$ cat config.mk
export PLATFORM = sky130hd
export DESIGN_NAME = serial_channel
export DESIGN_NICKNAME = d
export VERILOG_FILES = /design/src/design/line_fmt_pkg.sv /design/src/design/byte_fifo.sv /design/src/design/serial_channel.sv
export SDC_FILE = /design/constraint.sdc
export NUM_CORES = 1
export LEC_CHECK = 0
export BUFFER_PORTS_ARGS = -buffer_cell sky130_fd_sc_hd__buf_2
export CAP_MARGIN = 20
export CORE_MARGIN = 3
export CORE_UTILIZATION = 45
export CTS_BUF_LIST = sky130_fd_sc_hd__clkbuf_2 sky130_fd_sc_hd__clkbuf_4 sky130_fd_sc_hd__clkbuf_8
export DETAILED_ROUTE_END_ITERATION = 10
export PLACE_DENSITY = 0.62
export SYNTH_ARGS = -nofsm -noshare
export SYNTH_HDL_FRONTEND = slang
export SYNTH_SLANG_ARGS = --single-unit
$ cat constraint.sdc
create_clock -name mclk -period 5.2 [get_ports mclk]
set_input_delay 0.52 -clock mclk [delete_from_list [all_inputs] [get_ports mclk]]
set_output_delay 0.52 -clock mclk [all_outputs]
set_load 0.05 [all_outputs]
$ cat src/design/line_fmt_pkg.sv
// Register map, field layout and timing constants of the serial channel.
package line_fmt_pkg;
	localparam logic [2:0] OFS_DATA = 3'h0;
	localparam logic [2:0] OFS_DIV_LOW = 3'h0;
	localparam logic [2:0] OFS_DIV_HIGH = 3'h1;
	localparam logic [2:0] OFS_FIFO_CTRL = 3'h2;
	localparam logic [2:0] OFS_SAMPLE = 3'h2;
	localparam logic [2:0] OFS_LINE_CTRL = 3'h3;
	localparam int FC_ENABLE = 0;
	localparam int FC_RX_FLUSH = 1;
	localparam int FC_TX_FLUSH = 2;
	localparam int FC_TX_TRIG = 4;
	localparam int FC_RX_TRIG = 6;
	localparam int LC_LEN = 0;
	localparam int LC_STOP = 2;
	localparam int LC_PAR_EN = 3;
	localparam int LC_PAR_SEL = 4;
	localparam int LC_BREAK = 6;
	localparam int LC_DLAB = 7;
	localparam logic [7:0] LINE_CTRL_RST = 8'h03;
	localparam logic [7:0] BYTE_ZERO = 8'h00;
	localparam logic [15:0] DIVISOR_RST = 16'h0000;
	localparam logic [1:0] PAR_ODD = 2'h0;
	localparam logic [1:0] PAR_EVEN = 2'h1;
	localparam logic [1:0] PAR_MARK = 2'h2;
	localparam logic [1:0] PAR_SPACE = 2'h3;
	localparam logic [1:0] LEN_5 = 2'h0;
	localparam logic [6:0] TX_TRIG_ENH [4] = '{7'h10, 7'h20, 7'h40, 7'h70};
	localparam logic [6:0] RX_TRIG_STD [4] = '{7'h01, 7'h04, 7'h08, 7'h0E};
	localparam logic [6:0] RX_TRIG_ENH [4] = '{7'h0F, 7'h20, 7'h40, 7'h6F};
	localparam logic [6:0] TX_TRIG_STD = 7'h00;
	localparam logic [5:0] TICKS_BIT = 6'h10;
	localparam logic [5:0] TICKS_HALF = 6'h08;
	localparam logic [5:0] TICKS_STOP_15 = 6'h18;
	localparam logic [5:0] TICKS_STOP_2 = 6'h20;
	typedef enum logic [2:0] {
		SER_IDLE = 3'h0,
		SER_START = 3'h1,
		SER_DATA = 3'h3,
		SER_PARITY = 3'h2,
		SER_STOP = 3'h6
	} ser_state_e;
endpackage : line_fmt_pkg

$ cat src/design/byte_fifo.sv
// Synchronous FIFO with valid/ready on both sides, flush and fill count.
`timescale 1ns/1ps
module byte_fifo #(
	parameter int WIDTH = 8,
	parameter int DEPTH = 8
) (
	input wire logic mclk,
	input wire logic srst,
	input wire logic flush,
	input wire logic in_valid,
	output logic in_ready,
	input wire logic [WIDTH-1:0] in_data,
	output logic out_valid,
	input wire logic out_ready,
	output logic [WIDTH-1:0] out_data,
	output logic [$clog2(DEPTH+1)-1:0] count
);
	localparam int AW = $clog2(DEPTH);
	localparam int CW = $clog2(DEPTH+1);

	initial begin
		if (DEPTH < 2 || (DEPTH & (DEPTH - 1)) != 0 || WIDTH < 1)
			$error("byte_fifo: DEPTH must be a power of two >= 2");
	end

	logic [WIDTH-1:0] mem [DEPTH];
	logic [AW-1:0] wr_ptr_ff;
	logic [AW-1:0] rd_ptr_ff;
	logic [CW-1:0] count_ff;
	logic push;
	logic pop;

	assign in_ready = (count_ff != CW'(DEPTH));
	assign out_valid = (count_ff != '0);
	assign out_data = mem[rd_ptr_ff];
	assign count = count_ff;
	assign push = in_valid && in_ready;
	assign pop = out_valid && out_ready;

	always_ff @(posedge mclk) begin
		if (push)
			mem[wr_ptr_ff] <= in_data;
	end

	always_ff @(posedge mclk) begin
		if (srst || flush) begin
			wr_ptr_ff <= '0;
			rd_ptr_ff <= '0;
			count_ff <= '0;
		end else begin
			if (push)
				wr_ptr_ff <= wr_ptr_ff + AW'(1);
			if (pop)
				rd_ptr_ff <= rd_ptr_ff + AW'(1);
			if (push && !pop)
				count_ff <= count_ff + CW'(1);
			else if (pop && !push)
				count_ff <= count_ff - CW'(1);
		end
	end
endmodule : byte_fifo

$ cat src/design/serial_channel.sv
// Serial channel with FIFO control and character format registers.
// How it works
// - FIFO control bit 0 turns FIFO mode off or on and is off after reset.
// - Writing 1 to FIFO control bit 1 empties the receive FIFO once.
// - Writing 1 to FIFO control bit 2 empties the transmit FIFO once.
// - In enhanced mode bits 5:4 pick a transmit level of 16/32/64/112.
// - Outside enhanced mode bits 7:6 pick a receive level of 1/4/8/14.
// - In enhanced mode receive code 00 means 15 and code 11 means 111.
// - Line control bits 1:0 set 5 to 8 data bits, 8 after reset.
// - Line control bit 2 gives 1 stop bit, or 1.5 for 5 bits and 2 else.
// - Line control bit 6 holds the transmit line at space for a break.
// - Line control bit 7 selects divisor registers instead of data ones.
// - With divisor access, offsets 0, 1, 2 reach low, high and sample.
`timescale 1ns/1ps
module serial_channel
#(
	parameter int FIFO_DEPTH = 8
) (
	input wire logic mclk,
	input wire logic srst,
	input wire logic [2:0] reg_addr,
	input wire logic reg_wr,
	input wire logic reg_rd,
	input wire logic [7:0] reg_wdata,
	output logic [7:0] reg_rdata,
	input wire logic enhanced_mode,
	input wire logic rx_line,
	output logic tx_line,
	output logic rx_trigger_hit,
	output logic tx_trigger_low,
	output logic tx_fifo_full
);
	import line_fmt_pkg::*;

	localparam int CW = $clog2(FIFO_DEPTH + 1);

	initial begin
		if (FIFO_DEPTH < 2 || FIFO_DEPTH > 64)
			$error("serial_channel: FIFO_DEPTH out of range");
	end

	logic fifo_en_ff, tick, dlab, wr_fifo_ctrl, rx_flush, tx_flush;
	logic tx_push, rx_pop;
	logic [1:0] tx_trig_ff, rx_trig_ff;
	logic [7:0] line_ctrl_ff, sample_ff, reg_rdata_ff;
	logic [15:0] divisor_ff, baud_cnt_ff;

	assign dlab = line_ctrl_ff[LC_DLAB];
	assign wr_fifo_ctrl = reg_wr && reg_addr == OFS_FIFO_CTRL && !dlab;
	// The flush bits are never stored, so they read back as cleared.
	assign rx_flush = wr_fifo_ctrl && reg_wdata[FC_RX_FLUSH];
	assign tx_flush = wr_fifo_ctrl && reg_wdata[FC_TX_FLUSH];
	assign tx_push = reg_wr && reg_addr == OFS_DATA && !dlab;
	assign rx_pop = reg_rd && reg_addr == OFS_DATA && !dlab;

	always_ff @(posedge mclk) begin
		if (srst) begin
			fifo_en_ff <= 1'b0;
			tx_trig_ff <= 2'h0;
			rx_trig_ff <= 2'h0;
		end else if (wr_fifo_ctrl) begin
			fifo_en_ff <= reg_wdata[FC_ENABLE];
			tx_trig_ff <= reg_wdata[FC_TX_TRIG +: 2];
			rx_trig_ff <= reg_wdata[FC_RX_TRIG +: 2];
		end
	end

	always_ff @(posedge mclk) begin
		if (srst)
			line_ctrl_ff <= LINE_CTRL_RST;
		else if (reg_wr && reg_addr == OFS_LINE_CTRL)
			line_ctrl_ff <= reg_wdata;
	end

	always_ff @(posedge mclk) begin
		if (srst) begin
			divisor_ff <= DIVISOR_RST;
			sample_ff <= BYTE_ZERO;
		end else if (reg_wr && dlab) begin
			case (reg_addr)
				OFS_DIV_LOW: divisor_ff[7:0] <= reg_wdata;
				OFS_DIV_HIGH: divisor_ff[15:8] <= reg_wdata;
				OFS_SAMPLE: sample_ff <= reg_wdata;
				default: ;
			endcase
		end
	end

	// Oversampling enable: one pulse every divisor cycles, none while zero.
	always_ff @(posedge mclk) begin
		if (srst || divisor_ff == DIVISOR_RST)
			baud_cnt_ff <= DIVISOR_RST;
		else if (baud_cnt_ff >= divisor_ff - 16'h0001)
			baud_cnt_ff <= DIVISOR_RST;
		else
			baud_cnt_ff <= baud_cnt_ff + 16'h0001;
	end
	assign tick = divisor_ff != DIVISOR_RST &&
		baud_cnt_ff >= divisor_ff - 16'h0001;

	// Character format decoded from the line control register.
	logic [2:0] last_bit;
	logic par_en;
	logic [5:0] stop_ticks;
	logic [7:0] len_mask;
	assign last_bit = 3'd4 + {1'b0, line_ctrl_ff[LC_LEN +: 2]};
	assign len_mask = 8'hFF >> (3'd7 - last_bit);
	assign par_en = line_ctrl_ff[LC_PAR_EN];
	always_comb begin
		if (!line_ctrl_ff[LC_STOP])
			stop_ticks = TICKS_BIT;
		else if (line_ctrl_ff[LC_LEN +: 2] == LEN_5)
			stop_ticks = TICKS_STOP_15;
		else
			stop_ticks = TICKS_STOP_2;
	end

	function automatic logic parity_of(input logic [7:0] d,
		input logic [1:0] sel);
		case (sel)
			PAR_ODD: parity_of = ~^d;
			PAR_EVEN: parity_of = ^d;
			PAR_MARK: parity_of = 1'b1;
			PAR_SPACE: parity_of = 1'b0;
			default: parity_of = 1'b1;
		endcase
	endfunction : parity_of

	// FIFOs; without FIFO mode each holds a single character.
	logic tx_in_ready, tx_out_valid, tx_take, rx_out_valid, rx_push_ff;
	logic [7:0] tx_out_data, rx_out_data, rx_shift_ff;
	logic [CW-1:0] tx_count, rx_count;

	byte_fifo #(.WIDTH(8), .DEPTH(FIFO_DEPTH)) tx_fifo (
		.mclk(mclk),
		.srst(srst),
		.flush(tx_flush),
		.in_valid(tx_push && (fifo_en_ff || tx_count == '0)),
		.in_ready(tx_in_ready),
		.in_data(reg_wdata),
		.out_valid(tx_out_valid),
		.out_ready(tx_take),
		.out_data(tx_out_data),
		.count(tx_count)
	);

	byte_fifo #(.WIDTH(8), .DEPTH(FIFO_DEPTH)) rx_fifo (
		.mclk(mclk),
		.srst(srst),
		.flush(rx_flush),
		.in_valid(rx_push_ff && (fifo_en_ff || rx_count == '0)),
		.in_ready(),
		.in_data(rx_shift_ff & len_mask),
		.out_valid(rx_out_valid),
		.out_ready(rx_pop),
		.out_data(rx_out_data),
		.count(rx_count)
	);

	// Trigger levels compared against the fill counts.
	logic [6:0] rx_level;
	logic [6:0] tx_level;
	always_comb begin
		if (!fifo_en_ff) begin
			rx_level = RX_TRIG_STD[0];
			tx_level = TX_TRIG_STD;
		end else if (enhanced_mode) begin
			rx_level = RX_TRIG_ENH[rx_trig_ff];
			tx_level = TX_TRIG_ENH[tx_trig_ff];
		end else begin
			rx_level = RX_TRIG_STD[rx_trig_ff];
			tx_level = TX_TRIG_STD;
		end
	end

	logic rx_hit_ff;
	logic tx_low_ff;
	logic tx_full_ff;
	always_ff @(posedge mclk) begin
		if (srst) begin
			rx_hit_ff <= 1'b0;
			tx_low_ff <= 1'b1;
			tx_full_ff <= 1'b0;
		end else begin
			rx_hit_ff <= 7'(rx_count) >= rx_level;
			tx_low_ff <= 7'(tx_count) <= tx_level;
			tx_full_ff <= !tx_in_ready || (!fifo_en_ff && tx_count != '0);
		end
	end

	// Transmitter.
	ser_state_e tx_state_ff;
	logic [5:0] tx_tick_ff;
	logic [2:0] tx_bit_ff;
	logic [7:0] tx_shift_ff;
	logic tx_par_ff;
	logic tx_line_ff;
	assign tx_take = tx_state_ff == SER_IDLE && tx_out_valid;

	always_ff @(posedge mclk) begin
		if (srst) begin
			tx_state_ff <= SER_IDLE;
			tx_tick_ff <= '0;
			tx_bit_ff <= '0;
			tx_shift_ff <= BYTE_ZERO;
			tx_par_ff <= 1'b0;
		end else begin
			case (tx_state_ff)
				SER_IDLE: begin
					if (tx_out_valid) begin
						tx_shift_ff <= tx_out_data & len_mask;
						tx_par_ff <= parity_of(tx_out_data & len_mask,
							line_ctrl_ff[LC_PAR_SEL +: 2]);
						tx_tick_ff <= '0;
						tx_bit_ff <= '0;
						tx_state_ff <= SER_START;
					end
				end
				SER_START, SER_DATA, SER_PARITY: begin
					if (tick && tx_tick_ff == TICKS_BIT - 6'd1) begin
						tx_tick_ff <= '0;
						if (tx_state_ff == SER_START)
							tx_state_ff <= SER_DATA;
						else if (tx_state_ff == SER_DATA &&
							tx_bit_ff != last_bit)
							tx_bit_ff <= tx_bit_ff + 3'd1;
						else if (tx_state_ff == SER_DATA && par_en)
							tx_state_ff <= SER_PARITY;
						else
							tx_state_ff <= SER_STOP;
					end else if (tick) begin
						tx_tick_ff <= tx_tick_ff + 6'd1;
					end
				end
				SER_STOP: begin
					if (tick && tx_tick_ff == stop_ticks - 6'd1)
						tx_state_ff <= SER_IDLE;
					else if (tick)
						tx_tick_ff <= tx_tick_ff + 6'd1;
				end
				default: tx_state_ff <= SER_IDLE;
			endcase
		end
	end

	always_ff @(posedge mclk) begin
		if (srst)
			tx_line_ff <= 1'b1;
		else if (line_ctrl_ff[LC_BREAK])
			tx_line_ff <= 1'b0;
		else if (tx_state_ff == SER_START)
			tx_line_ff <= 1'b0;
		else if (tx_state_ff == SER_DATA)
			tx_line_ff <= tx_shift_ff[tx_bit_ff];
		else if (tx_state_ff == SER_PARITY)
			tx_line_ff <= tx_par_ff;
		else
			tx_line_ff <= 1'b1;
	end

	// Receiver: samples each bit at its middle; bad stop bits drop the byte.
	ser_state_e rx_state_ff;
	logic [5:0] rx_tick_ff;
	logic [2:0] rx_bit_ff;
	logic [5:0] rx_limit;
	assign rx_limit = rx_state_ff == SER_START ? TICKS_HALF : TICKS_BIT;

	always_ff @(posedge mclk) begin
		if (srst) begin
			rx_state_ff <= SER_IDLE;
			rx_tick_ff <= '0;
			rx_bit_ff <= '0;
			rx_shift_ff <= BYTE_ZERO;
			rx_push_ff <= 1'b0;
		end else begin
			rx_push_ff <= 1'b0;
			if (rx_state_ff == SER_IDLE) begin
				rx_tick_ff <= '0;
				rx_bit_ff <= '0;
				if (tick && !rx_line)
					rx_state_ff <= SER_START;
			end else if (tick && rx_tick_ff != rx_limit - 6'd1) begin
				rx_tick_ff <= rx_tick_ff + 6'd1;
			end else if (tick) begin
				rx_tick_ff <= '0;
				case (rx_state_ff)
					SER_START:
						rx_state_ff <= rx_line ? SER_IDLE : SER_DATA;
					SER_DATA: begin
						rx_shift_ff[rx_bit_ff] <= rx_line;
						rx_bit_ff <= rx_bit_ff + 3'd1;
						if (rx_bit_ff == last_bit)
							rx_state_ff <= par_en ? SER_PARITY : SER_STOP;
					end
					SER_PARITY: rx_state_ff <= SER_STOP;
					SER_STOP: begin
						rx_push_ff <= rx_line;
						rx_state_ff <= SER_IDLE;
					end
					default: rx_state_ff <= SER_IDLE;
				endcase
			end
		end
	end

	// Register read port, answered on the edge after the strobe.
	always_ff @(posedge mclk) begin
		if (srst) begin
			reg_rdata_ff <= BYTE_ZERO;
		end else if (reg_rd) begin
			case (reg_addr)
				OFS_DATA: reg_rdata_ff <= dlab ? divisor_ff[7:0] :
					(rx_out_valid ? rx_out_data : BYTE_ZERO);
				OFS_DIV_HIGH:
					reg_rdata_ff <= dlab ? divisor_ff[15:8] : BYTE_ZERO;
				OFS_SAMPLE: reg_rdata_ff <= dlab ? sample_ff : BYTE_ZERO;
				OFS_LINE_CTRL: reg_rdata_ff <= line_ctrl_ff;
				default: reg_rdata_ff <= BYTE_ZERO;
			endcase
		end
	end

	assign reg_rdata = reg_rdata_ff;
	assign tx_line = tx_line_ff;
	assign rx_trigger_hit = rx_hit_ff;
	assign tx_trigger_low = tx_low_ff;
	assign tx_fifo_full = tx_full_ff;
endmodule : serial_channel

==> summary.md <==
### Cells and area
* 1101 — total number of nets in the final design
* 1409 — non-filler cells in the finished layout
* 11.6% — area grow syn2layout
* 0 — diode count
* nor2_1 (137), dfxtp_1 (131), edfxtp_1 (128), nand2_1 (74), mux2i_1 (66) — commonest cells after routing, fill and taps aside
* nor2_1 — leading cell type in the layout, fill and taps excluded
* 14.8% — layout cells sized above 1

### Synthesis
* 66 — distinct cell type count of the synthesized netlist
* 128 — count of flip-flops with a built-in enable after synthesis
* 0% — Async SR Flop Fraction
* edfxtp_1 — library cell occupying the most area in the post-synthesis netlist
* 32.8% — top-area cell type share of the netlist area
* dfxtp_1 — most instantiated flip-flop cell in the synthesis netlist
* edfxtp_1 (33%), dfxtp_1 (22%), mux4_2 (5.8%), mux2i_1 (5.6%), nor2_1 (4.4%) — dominant cells by area after synthesis
* 55.1% — portion of the post-synthesis area used by sequential elements
* 1014 — Syn Inst Count
* 0 — Yosys Warn Count
* 259 — Synth Register Bits
* 1071 — syn_nets
* 11.6 µm² — synthesized area per cell
* 11700 µm² — mapped cell area

### Worst hold path
* in2reg — type of the most critical hold path

### Clock tree
* 0 — number of buffers added to fix hold violations after cts
* 259 — number of clock sinks seen by CTS
* 550 ps — clock network latency to the later pin of the worst-skew pair
* 43 — number of buffers added by the clock tree synthesis step
* 0 — post_cts resized
* clkbuf_8 — CTS root buffer
* 60 ps — register clock-pin slew on the reported worst setup and hold paths
* 2 — H-tree depth reported by CTS
* 3 — CTS max path bufs
* 0 — postcts setup bufs
* built — clock tree from TritonCTS

### Die
* 58 — Cell Rows
* 29 — count of pins on the block boundary
* 167 µm — die width
* 25400 µm² — Std-Cell Core Area
* 167 µm — die height
* 28000 µm² — area enclosed by the die boundary
* 46.2% — initial standard-cell utilization of the core

### Flow run
* 0 — # Max-Cap Violations

### Route
* 25.9 mm — WL final
* 5.53 — post-detailed-route via-to-cell ratio
* 7789 — total via count in the routed design
* 18.4 µm — per-cell routed wire length
* 581 — drt first-iter violations
* 0 — remaining design rule violation count
* 5 — Detailed Routing Iterations Pass 1
* 0 — antenna-violating nets left

### Pwr
* 0.000249 V — Max rail drop VDD
* 4.54 nW — leakage power
* 4.79 mW — total power
* 366 nW/µm² — pwr dens

### Timing
* 19.8 ps — final clock skew
* 0 — Max Transition Viols Final
* 75.9% — period utilization
* false — RSZ-0062 raised after global routing
* 290 ps — Hold Slack
* 940 ps — slew at the pin closest to its max-slew limit
* 37.1% — normalized max-slew margin
* 253 MHz — achievable clock frequency
* 0 — final-report hold violation count
* 3950 ps — time the final worst path needs with I/O delays and setup
* 0 — Final Setup Violations
* 0 ps — setup total negative slack

### Worst setup path
* 4390 ps — critical path arrival
* register — kind of launch point of the worst setup path
* reg2reg — Critical Setup Path Class
* register — sort of element at the end of the critical path
* 33 — maximum fanout count along the critical path
* 5640 ps — critical path required time

### Place
* 0.807 — Placer Congestion
* 28 — count of buffers inserted at the top-level ports
* 1329 — number of placed instances, taps included
* 17.3 mm — HPWL after detailed placement

### GRT
* 7629 — via count of the first global-routing pass
* 1 — antenna violations before repair
* 0 — sum of overflow across all layers after global routing
* 25.4% — routing usage on met1
* 71 — maximum number of pins on one net before global-route repair
* 41.6 mm — first-pass GRT wire length
* met2 — global route hottest layer
* 18.5% — total routing usage reported by global routing
* 30.2% — fraction of met2 tracks used by global routing
* 3.26% — met3 track utilization from global routing

### Outcome
* completed — result of the run

flip-flops by register name, summed over array words and instances, names as in the netlist, 4 cells and up, named ones only:
name           cells
tx_tick_ff         6
rx_fifo.count      4
rx_tick_ff         6
rx_fifo.mem       64
line_ctrl_ff       8
sample_ff          8
divisor_ff        16
tx_fifo.mem       64
baud_cnt_ff       16
tx_shift_ff        8
tx_fifo.count      4
reg_rdata          8
rx_shift_ff        8
routing by layer:
layer  part of all wire (%)  up-vias
li1                       -     3798
met1                     46     3778
met2                     48      168
met3                    4.2       43
met4                    1.9        2
met5                  0.050        -
Yosys cell counts, types with 8 or more instances:
cell type    n
dfxtp_1    131
o31ai_1      8
xor2_1      24
mux2i_1     66
ha_1        38
or3_1        9
a21o_1      11
nor2_1     137
nor3_1      15
nand3_1     23
nand2_1     74
nand2b_1    12
a21oi_1     50
or4_1       10
nor4_1      10
xnor2_1     30
nand4_1      9
edfxtp_1   128
mux4_2      30
o21ai_0     27
inv_1       19
clkbuf_1    37
and3_1      10
path summary, 6_finish.rpt:
path | endpoint | slack, ps | cells after the start | startpoint
worst max-delay path | tx_tick_ff[5] | 1250 | 16 | divisor_ff[2]
worst min-delay path | rx_push_ff | 290 | 3 | rx_line
worst max register to register | tx_tick_ff[5] | 1250 | 16 | divisor_ff[2]
worst min register to register | rx_shift_ff[7] | 470 | 2 | rx_shift_ff[7]
layout make-up:
cell class,instances,area [µm²]
multi-input cells,682,4960
clock buffers,72,860
flip-flops and latches,259,6470
fillers,2272,12300
repair buffers,37,208
clock inverters,8,92.6
well taps,330,413
inverters,21,78.8
through the flow:
step	instance area, µm²	util [%]	setup slack [ps]
2_1_floorplan	11700	-	1770
3_3_place_gp	12100	47.8	1330
3_5_place_dp	12100	47.8	1230
4_1_cts	13100	51.5	1220
5_1_grt	13100	51.5	778
6_report	13100	51.5	1250
logic make-up (layout without fill, tap and decap cells):
family                   count (synthesis)  in the layout  share of synthesized area, %
multiplexers                            98             98                          11.6
adder cells (fa/ha/maj)                 40             40                          4.40
flip-flops                             259            259                          55.1
XOR/XNOR                                54             54                          4.03
AO/OA/AOI/OAI                          153            153                          8.58
buffers and inverters                   73            138                          2.66
AND/OR/NAND/NOR                        337            337                          13.6
power breakdown:
group	switching [mW]	internal, mW
registers	0.0655	2.19
logic	0.353	0.240
clock network	0.796	1.14
critical path: stages (launching register included):
cell      delay, ps
dfxtp_1         360
nor3_1          360
nand3_1         170
nor3_1          270
nand2b_1        120
nor2_1          200
nand2_1         100
xor2_1          150
ha_1            300
a21o_1          110
a21o_1          100
a21oi_1          90
a21oi_1         270
o21ai_2         170
buf_4           260
or4_1           520
a221oi_1        280
Note: power is estimated with default switching activity, not from simulation.
